## config.mk

```make
export PLATFORM = sky130hd
export DESIGN_NAME = link_cycle_control_regs
export DESIGN_NICKNAME = d
export VERILOG_FILES = /design/src/common/link_cycle_pkg.sv /design/src/design/link_cycle_control_regs.sv
export VERILOG_INCLUDE_DIRS = /design/src /design/src/common
export SDC_FILE = /design/constraint.sdc
export NUM_CORES = 1
export LEC_CHECK = 0
export BUFFER_PORTS_ARGS = -buffer_cell sky130_fd_sc_hd__buf_2
export CAP_MARGIN = 20
export CORE_ASPECT_RATIO = 1.4
export CORE_MARGIN = 4
export CORE_UTILIZATION = 45
export CTS_BUF_LIST = sky130_fd_sc_hd__clkbuf_4
export DETAILED_ROUTE_END_ITERATION = 8
export PLACE_DENSITY = 0.78
export SLEW_MARGIN = 20
export SYNTH_ARGS = -nofsm -noshare
export SYNTH_HDL_FRONTEND = slang
export SYNTH_SLANG_ARGS = --single-unit
```

## constraint.sdc

```tcl
create_clock -name clk -period 5.09 [get_ports clk]
set_clock_uncertainty 0.15 [all_clocks]
set_input_delay 0.7635 -clock clk [delete_from_list [all_inputs] [get_ports clk]]
set_output_delay 0.7635 -clock clk [all_outputs]
set_load 0.1 [all_outputs]
```

## src/common/link_cycle_consts.svh

```systemverilog
// constants for the link cycle control register bank
`ifndef LINK_CYCLE_CONSTS_SVH
`define LINK_CYCLE_CONSTS_SVH
// register byte offsets
`define LCC_OFS_SET 8'h00
`define LCC_OFS_CLR 8'h04
`define LCC_OFS_TIMER 8'h08
`define LCC_OFS_ISTAT 8'h0c
`define LCC_OFS_IMASK 8'h10
// control word bit positions
`define LCC_BIT_EXT 0
`define LCC_BIT_ORIGIN 1
`define LCC_BIT_TICK 2
`define LCC_BIT_PHY 3
`define LCC_BIT_SID 4
`define LCC_BIT_SYNC 5
`define LCC_CTRL_MASK 32'h0000003f
`define LCC_CTRL_RESET 32'h00000000
// interrupt status bit positions
`define LCC_EV_ROLL 0
`define LCC_EV_OVL 1
`define LCC_EV_CSRX 2
`define LCC_EV_W 3
// timer figures
`define LCC_OFFSET_MAX 12'hbff
`define LCC_PERIODS_PER_SEC 8000
`endif

```

## src/common/link_cycle_pkg.sv

```systemverilog
// types for the link cycle control register bank
package link_cycle_pkg;
  // cycle timer word: seconds, period count, sub-period offset
  typedef struct packed {
    logic [6:0] seconds;
    logic [12:0] period_counter;
    logic [11:0] subperiod_offset;
  } cycle_time_t;
  // software register port request
  typedef struct packed {
    logic [7:0] addr;
    logic [31:0] wdata;
    logic wr;
    logic rd;
  } reg_req_t;
endpackage

```

## src/design/link_cycle_control_regs.sv

```systemverilog
// link control word with set/clear ports, cycle timer and gates
//
// Function
// set-port ones set bits, zeros keep
// clear-port ones clear bits, zeros keep
// both ports read the one control word
// external event advances count, zeroes offset
// external mode offset holds at 3071
// internal mode rolls after 3072 ticks
// no external trigger means bit reads zero
// external select works only with origin enable
// hard reset clears select, soft keeps it
// origin and root emit start on rollover
// origin off loads timer from received starts
// overlong event drops origin, blocks setting
// tick enable counts offset, else stopped
// phy packets stored if accepted and context on
// self-id packets stored only while accepted
// software loads self-id pointer before enabling
// sync requests only while enabled
// timer is offset, period count, seconds
// unused control bits read zero
//
// The strobed register port and the register offsets were chosen for this implementation.
`timescale 1ns/1ns
`include "link_cycle_consts.svh"
module link_cycle_control_regs
  import link_cycle_pkg::*;
#(
  parameter bit EXT_TRIG_IMPL = 1'b1,
  parameter int PERIODS_PER_SEC = `LCC_PERIODS_PER_SEC
) (
  // clock and reset
  input wire logic clk,
  input wire logic rst_n,
  input wire logic soft_reset,
  // register port
  input wire reg_req_t req,
  output logic [31:0] rdata,
  // pins: tick clock and external period trigger
  input wire logic tick_pin,
  input wire logic ext_event_pin,
  // phy and receiver side
  input wire logic phy_is_root,
  input wire logic overlong_period_event,
  input wire logic rx_start_valid,
  input wire cycle_time_t rx_start_time,
  input wire logic phy_pkt_valid,
  input wire logic selfid_pkt_valid,
  input wire logic async_receive_ctx_enable,
  input wire logic sync_request_want,
  // outputs
  output logic cycle_start_tx,
  output cycle_time_t cycle_start_time,
  output cycle_time_t cycle_timer,
  output logic store_phy_pkt,
  output logic store_selfid_pkt,
  output logic sync_request,
  output logic [31:0] link_config_word,
  output logic irq
);

  // -------------------------------------------------------------------
  // pin synchronisers
  // -------------------------------------------------------------------
  logic [1:0] pin_in; // raw pins
  logic [2:0] sync_r [2]; // three-stage chains
  logic [1:0] stable_r; // agreed level
  logic [1:0] rise_r; // one-cycle rising pulse
  assign pin_in = {ext_event_pin, tick_pin};

  genvar gi;
  generate
    for (gi = 0; gi < 2; gi++) begin : g_pin
      // shift chain; stage 0 feeds only stage 1
      always_ff @(posedge clk) begin
        if (!rst_n) begin
          sync_r[gi] <= 3'h0;
        end else begin
          sync_r[gi] <= {sync_r[gi][1:0], pin_in[gi]};
        end
      end
      // level accepted once stages 1 and 2 agree
      always_ff @(posedge clk) begin
        if (!rst_n) begin
          stable_r[gi] <= 1'b0;
          rise_r[gi] <= 1'b0;
        end else begin
          rise_r[gi] <= 1'b0;
          if (sync_r[gi][1] == sync_r[gi][2]) begin
            stable_r[gi] <= sync_r[gi][2];
            rise_r[gi] <= sync_r[gi][2] & ~stable_r[gi];
          end
        end
      end
    end
  endgenerate

  logic tick_ev; // one tick of the 24.576 MHz clock
  logic ext_ev; // external period event
  assign tick_ev = rise_r[0];
  assign ext_ev = rise_r[1];

  // -------------------------------------------------------------------
  // register decode
  // -------------------------------------------------------------------
  logic wr_set; // write to set port
  logic wr_clr; // write to clear port
  logic wr_istat; // write to interrupt status
  logic wr_imask; // write to interrupt mask
  assign wr_set = req.wr && req.addr == `LCC_OFS_SET;
  assign wr_clr = req.wr && req.addr == `LCC_OFS_CLR;
  assign wr_istat = req.wr && req.addr == `LCC_OFS_ISTAT;
  assign wr_imask = req.wr && req.addr == `LCC_OFS_IMASK;

  // -------------------------------------------------------------------
  // control word
  // -------------------------------------------------------------------
  logic [31:0] ctrl_r; // control word
  logic [31:0] ctrl_nxt; // next control word
  logic [`LCC_EV_W-1:0] istat_r; // sticky events
  logic [`LCC_EV_W-1:0] imask_r; // event mask
  logic [31:0] keep_soft; // bits kept by a soft reset

  assign keep_soft = 32'h1 << `LCC_BIT_EXT;

  // set and clear ports act on one word
  always_comb begin
    ctrl_nxt = ctrl_r;
    if (wr_set) begin
      ctrl_nxt = ctrl_nxt | (req.wdata & `LCC_CTRL_MASK);
    end
    if (wr_clr) begin
      ctrl_nxt = ctrl_nxt & ~(req.wdata & `LCC_CTRL_MASK);
    end
    // overlong drops origin; a standing flag blocks setting it
    if (overlong_period_event || istat_r[`LCC_EV_OVL]) begin
      ctrl_nxt[`LCC_BIT_ORIGIN] = 1'b0;
    end
    if (soft_reset) begin
      ctrl_nxt = ctrl_r & keep_soft;
    end
    if (!EXT_TRIG_IMPL) begin
      ctrl_nxt[`LCC_BIT_EXT] = 1'b0;
    end
  end

  // hard reset clears every bit, select included
  always_ff @(posedge clk) begin
    if (!rst_n) begin
      ctrl_r <= `LCC_CTRL_RESET;
    end else begin
      ctrl_r <= ctrl_nxt;
    end
  end

  assign link_config_word = ctrl_r;

  logic ext_mode; // external trigger in force
  logic origin_en; // timing origin enabled
  assign origin_en = ctrl_r[`LCC_BIT_ORIGIN];
  assign ext_mode = ctrl_r[`LCC_BIT_EXT] & origin_en;

  // -------------------------------------------------------------------
  // cycle timer
  // -------------------------------------------------------------------
  cycle_time_t timer_r; // running timer
  logic advance; // period boundary this cycle
  logic rx_load; // take received start time
  logic last_period; // period count at its last value
  logic [12:0] last_count; // last period count of a second
  assign last_count = 13'(PERIODS_PER_SEC - 1);
  assign last_period = timer_r.period_counter == last_count;
  assign rx_load = rx_start_valid && !origin_en;

  // boundary: external event, or offset wrap in internal mode
  always_comb begin
    if (ext_mode) begin
      advance = ext_ev;
    end else begin
      advance = ctrl_r[`LCC_BIT_TICK] && tick_ev &&
                timer_r.subperiod_offset == `LCC_OFFSET_MAX;
    end
  end

  // offset, period count and seconds update
  always_ff @(posedge clk) begin
    if (!rst_n) begin
      timer_r <= '0;
    end else if (rx_load) begin
      timer_r <= rx_start_time;
    end else if (advance) begin
      timer_r.subperiod_offset <= 12'h000;
      if (last_period) begin
        timer_r.period_counter <= 13'h0000;
        timer_r.seconds <= timer_r.seconds + 7'h01;
      end else begin
        timer_r.period_counter <= timer_r.period_counter + 13'h0001;
      end
    end else if (ctrl_r[`LCC_BIT_TICK] && tick_ev) begin
      // in external mode the offset saturates
      if (timer_r.subperiod_offset != `LCC_OFFSET_MAX) begin
        timer_r.subperiod_offset <=
          timer_r.subperiod_offset + 12'h001;
      end
    end
  end

  assign cycle_timer = timer_r;

  // -------------------------------------------------------------------
  // cycle start emission
  // -------------------------------------------------------------------
  logic start_tx_r; // start request pulse
  cycle_time_t start_time_r; // time carried by the start

  // origin and root emit a start at each boundary
  always_ff @(posedge clk) begin
    if (!rst_n) begin
      start_tx_r <= 1'b0;
      start_time_r <= '0;
    end else begin
      start_tx_r <= advance && origin_en && phy_is_root;
      if (advance) begin
        start_time_r <= timer_r;
      end
    end
  end

  assign cycle_start_tx = start_tx_r;
  assign cycle_start_time = start_time_r;

  // -------------------------------------------------------------------
  // receiver and phy request gates
  // -------------------------------------------------------------------
  logic phy_store_r; // store phy packet
  logic sid_store_r; // store self-id packet
  logic sync_req_r; // sync request to phy

  // each gate is one registered pulse
  always_ff @(posedge clk) begin
    if (!rst_n) begin
      phy_store_r <= 1'b0;
      sid_store_r <= 1'b0;
      sync_req_r <= 1'b0;
    end else begin
      phy_store_r <= phy_pkt_valid && ctrl_r[`LCC_BIT_PHY] &&
                     async_receive_ctx_enable;
      sid_store_r <= selfid_pkt_valid && ctrl_r[`LCC_BIT_SID];
      sync_req_r <= sync_request_want && ctrl_r[`LCC_BIT_SYNC];
    end
  end

  assign store_phy_pkt = phy_store_r;
  assign store_selfid_pkt = sid_store_r;
  assign sync_request = sync_req_r;

  // -------------------------------------------------------------------
  // interrupts
  // -------------------------------------------------------------------
  logic [`LCC_EV_W-1:0] ev_in; // raw events
  assign ev_in = {rx_load, overlong_period_event, advance};

  // sticky status, write one clears, a new event wins
  always_ff @(posedge clk) begin
    if (!rst_n) begin
      istat_r <= '0;
    end else begin
      istat_r <= (istat_r & ~(wr_istat ? req.wdata[`LCC_EV_W-1:0] :
                              {`LCC_EV_W{1'b0}})) | ev_in;
    end
  end

  // mask register
  always_ff @(posedge clk) begin
    if (!rst_n) begin
      imask_r <= '0;
    end else if (wr_imask) begin
      imask_r <= req.wdata[`LCC_EV_W-1:0];
    end
  end

  assign irq = |(istat_r & imask_r);

  // -------------------------------------------------------------------
  // read port
  // -------------------------------------------------------------------
  logic [31:0] rdata_r; // read data, one cycle after strobe

  // data stands only in the cycle after the strobe
  always_ff @(posedge clk) begin
    if (!rst_n) begin
      rdata_r <= 32'h0;
    end else if (req.rd) begin
      case (req.addr)
        `LCC_OFS_SET: rdata_r <= ctrl_r;
        `LCC_OFS_CLR: rdata_r <= ctrl_r;
        `LCC_OFS_TIMER: rdata_r <= timer_r;
        `LCC_OFS_ISTAT: rdata_r <= {29'h0, istat_r};
        `LCC_OFS_IMASK: rdata_r <= {29'h0, imask_r};
        default: rdata_r <= 32'h0;
      endcase
    end else begin
      rdata_r <= 32'h0;
    end
  end

  assign rdata = rdata_r;

  // -------------------------------------------------------------------
  // assertions
  // -------------------------------------------------------------------
  localparam logic [31:0] SET_CHK = `LCC_CTRL_MASK & 32'h0000003c;

  a_set_port: assert property (@(posedge clk) disable iff (!rst_n)
    wr_set && !soft_reset |=>
      (ctrl_r & $past(req.wdata) & SET_CHK) == ($past(req.wdata) & SET_CHK))
    else $error("set port did not set bits");

  a_clear_port: assert property (@(posedge clk) disable iff (!rst_n)
    wr_clr && !soft_reset |=>
      (ctrl_r & $past(req.wdata) & `LCC_CTRL_MASK) == 32'h0)
    else $error("clear port did not clear bits");

  a_shared_read: assert property (@(posedge clk) disable iff (!rst_n)
    req.rd && (req.addr == `LCC_OFS_SET || req.addr == `LCC_OFS_CLR)
      |=> rdata == $past(ctrl_r))
    else $error("control read mismatch");

  a_ext_advance: assert property (@(posedge clk) disable iff (!rst_n)
    ext_mode && ext_ev && !rx_load |=> timer_r.subperiod_offset == 12'h0)
    else $error("external event did not zero offset");

  a_ext_hold: assert property (@(posedge clk) disable iff (!rst_n)
    ext_mode && !ext_ev && timer_r.subperiod_offset == `LCC_OFFSET_MAX
      |=> timer_r.subperiod_offset == `LCC_OFFSET_MAX)
    else $error("offset left 3071 without event");

  a_free_roll: assert property (@(posedge clk) disable iff (!rst_n)
    !ext_mode && advance && !rx_load |=>
      timer_r.subperiod_offset == 12'h0 &&
      timer_r.period_counter != $past(timer_r.period_counter))
    else $error("internal rollover wrong");

  a_select_absent: assert property (@(posedge clk) disable iff (!rst_n)
    !EXT_TRIG_IMPL |-> !ctrl_r[`LCC_BIT_EXT])
    else $error("absent select bit reads one");

  a_soft_keep: assert property (@(posedge clk) disable iff (!rst_n)
    soft_reset |=> ctrl_r[`LCC_BIT_EXT] == $past(ctrl_r[`LCC_BIT_EXT]) &&
      (ctrl_r & ~keep_soft) == 32'h0)
    else $error("soft reset handled select wrongly");

  a_start_emit: assert property (@(posedge clk) disable iff (!rst_n)
    advance && origin_en && phy_is_root |=>
      cycle_start_tx && cycle_start_time == $past(timer_r))
    else $error("missing cycle start");

  a_origin_drop: assert property (@(posedge clk) disable iff (!rst_n)
    overlong_period_event |=> !origin_en [*2])
    else $error("origin survived overlong event");

  a_tick_stop: assert property (@(posedge clk) disable iff (!rst_n)
    !ctrl_r[`LCC_BIT_TICK] && !ext_mode && !rx_load |=> $stable(timer_r))
    else $error("timer moved while stopped");

  a_gate_outs: assert property (@(posedge clk) disable iff (!rst_n)
    store_selfid_pkt || sync_request |->
      ($past(ctrl_r[`LCC_BIT_SID]) || !store_selfid_pkt) &&
      ($past(ctrl_r[`LCC_BIT_SYNC]) || !sync_request))
    else $error("gated output while disabled");

  a_reserved_zero: assert property (@(posedge clk) disable iff (!rst_n)
    (ctrl_r & ~`LCC_CTRL_MASK) == 32'h0)
    else $error("reserved control bit set");

  c_master_start: cover property (@(posedge clk) disable iff (!rst_n)
    cycle_start_tx);
  c_ext_hold: cover property (@(posedge clk) disable iff (!rst_n)
    ext_mode && timer_r.subperiod_offset == `LCC_OFFSET_MAX ##1 ext_ev);
  c_overlong: cover property (@(posedge clk) disable iff (!rst_n)
    overlong_period_event && origin_en);
  c_rx_sync: cover property (@(posedge clk) disable iff (!rst_n)
    rx_load);

endmodule

```

==> flow_metrics.tcl <==
set metrics [dict create \
    dp_hpwl_um 10300 \
    dr.first_iter.drc_count 195 \
    max_freq_mhz 323 \
    cts_tree "done" \
    start_util_pct 46.3 \
    multiInputGateArea_um2 2570 \
    synth_cell_types 68 \
    ir_drop_mv 0.151 \
    clk_pin_slew_ps 110 \
    synth_flop_cell "dfxtp_1" \
    final_antenna_net_count 0 \
    die_w_um 99.5 \
    synth_area_leaders "dfxtp_1, nand2_1, a21oi_1" \
    grt_pass1_vias 4789 \
    cp-end-kind "flop" \
    core.rowCount 46 \
    setup_violations 0 \
    detail_route.vias_per_cell 5.48 \
    drive_gt1_share_pct 28.1 \
    gp_congestion 0.864 \
    syn_avg_cell_area_um2 8.56 \
    power.density_nw_per_um2 324 \
    fin_nets 853 \
    remaining_drc_errors 0 \
    synth_cells 616 \
    wirelength_um 14800 \
    cts-buffers-inserted 17 \
    synthTopCellsByCount "dfxtp_1, nand2_1, a21oi_1, and2_1, nor2_1" \
    cap_violations 0 \
    htreeDepth 4 \
    period_share_pct 60.9 \
    cts_setup_buffers 0 \
    crit_type "flop to flop" \
    whs_ps 287 \
    gr-usage-all-layers_pct 21.9 \
    cp_max_fo 25 \
    insertion_delay_ps 530 \
    ys.warnings.count 0 \
    hold_viol 0 \
    worstPathArrival_ps 3410 \
    synth-edff-count 0 \
    fin_ws_ps 1990 \
    drv_slew 0 \
    postCtsHoldBufs 0 \
    rsz0062_at_grt "no" \
    area_growth_pct 21.7 \
    wl_per_cell_um 16.1 \
    grt_pass1_wl_um 23800 \
    dr.pass1.iters 5 \
    numPortBuffers 166 \
    status "finished clean" \
    async_reset_ff_share_pct 0 \
    grt_max_degree 41 \
    finalSetupTns_ps 0 \
    num_vias 5054 \
    seqCellArea_um2 2440 \
    cts_resized 0 \
    fin_crit_ps 3100 \
    synth_most_common_cell "dfxtp_1" \
    ctsRootBufferMaster "clkbuf_4" \
    power_leakage_nw 2.76 \
    cp-start-kind "flop" \
    die_area_um2 13500 \
    required_ps 5400 \
    fill_cells 1096 \
    antenna_found_initial 1 \
    dpl_worst_slack_ps 1850 \
    max-slew-margin-rel_pct 29.7 \
    clock_sinks 122 \
    worstMarginPinSlew_ps 1040 \
    dieHeight_um 136 \
    synth-seq-cells 122 \
    synth.top_cell.area_share_pct 46.3 \
    cts.path.max_buffers 2 \
    overflow 0 \
    synth_area_um2 5270 \
    synth_top_area_cell "dfxtp_1" \
    ios 219 \
    yosysSeqAreaShare_pct 46.3 \
    core_area_um2 11400 \
    hp-class "input port to flop" \
]
power breakdown:
group / total (mW) / switching, mW / internal (mW) / leakage [nW]
sequential: 1.00 / 0.0320 / 0.972 / 0.990
clock: 0.764 / 0.367 / 0.397 / 0.169
combinational: 0.312 / 0.256 / 0.0563 / 1.61
flip-flops by register name (all words and copies together), names as in the netlist, 2 cells and up, named ones only:
signal / cells
sync_r: 6
cycle_timer: 32
istat_r: 3
rdata: 32
cycle_start_time: 32
imask_r: 3
stable_r: 2
cells in the final DEF (no fill, tap or decap), drive strengths merged, types with 19 or more instances in the layout:
master,synthesis,layout
buf,41,170
dfxtp,122,122
nand2,95,95
a21oi,66,66
and2,35,35
nor2,30,30
conb,1,26
nand3,23,23
o21ai,21,21
clkbuf,25,19
logic make-up (layout without fill, tap and decap cells):
kind of cell / count (synthesis) / in the layout / share of synthesized area (%)
simple gates: 252 / 252 / 25.0
flops: 122 / 122 / 46.3
other cells: 1 / 27 / 0.0711
fa+ha+maj: 3 / 3 / 0.712
mux: 1 / 1 / 0.214
xor+xnor: 5 / 5 / 0.831
compound gates: 159 / 159 / 19.4
buf+inv: 73 / 209 / 7.50
worst paths after layout:
| check | to | start | slack (ps) | cells after the start |
|---|---|---|---|---|
| setup / recovery | cycle_timer[20] | cycle_timer[0] | 1990 | 7 |
| hold reg to reg | sync_r[0][1] | sync_r[0][0] | 290 | 1 |
| hold / removal | flop | req[6] | 290 | 2 |
| setup reg to reg | cycle_timer[20] | cycle_timer[0] | 1990 | 7 |
critical path: stages (launching register included):
cell	delay (ps)
dfxtp_1	530
ha_1	260
nand4_2	220
nor3_1	680
a21boi_4	300
buf_16	250
or4_1	470
a31oi_1	170
cell type report:
class	count	share of cell area, %
Clock buffer	19	2.22
Timing Repair Buffer	170	13.7
Multi-Input combinational cell	446	40.0
Clock inverter	13	2.73
Tap cell	144	2.81
Sequential cell	122	38.1
Antenna cell	1	0.0390
Inverter	7	0.410
metal layers:
layer / vias up / share of wire [%] / GRT usage (%)
li1: 2441 / - / -
met1: 2387 / 40 / 25.4
met2: 203 / 52 / 38.4
met3: 23 / 6.7 / 4.98
met4: 0 / 1.9 / 9.49
met5: - / 0 / 0
per-stage QoR:
stage / cell area [µm²] / power (mW) / utilization (%) / instances
final: 6420 / 2.08 / 56.3 / 922
after global routing: 6420 / 2.16 / 56.3 / 922
after CTS: 6380 / 2.10 / 56.0 / 920
after detailed placement: 6060 / 1.34 / 53.2 / 888
after global placement: 6060 / 1.33 / 53.2 / 888
after floorplan: 5370 / 1.28 / - / 641
(Power assumes the default switching activity.)
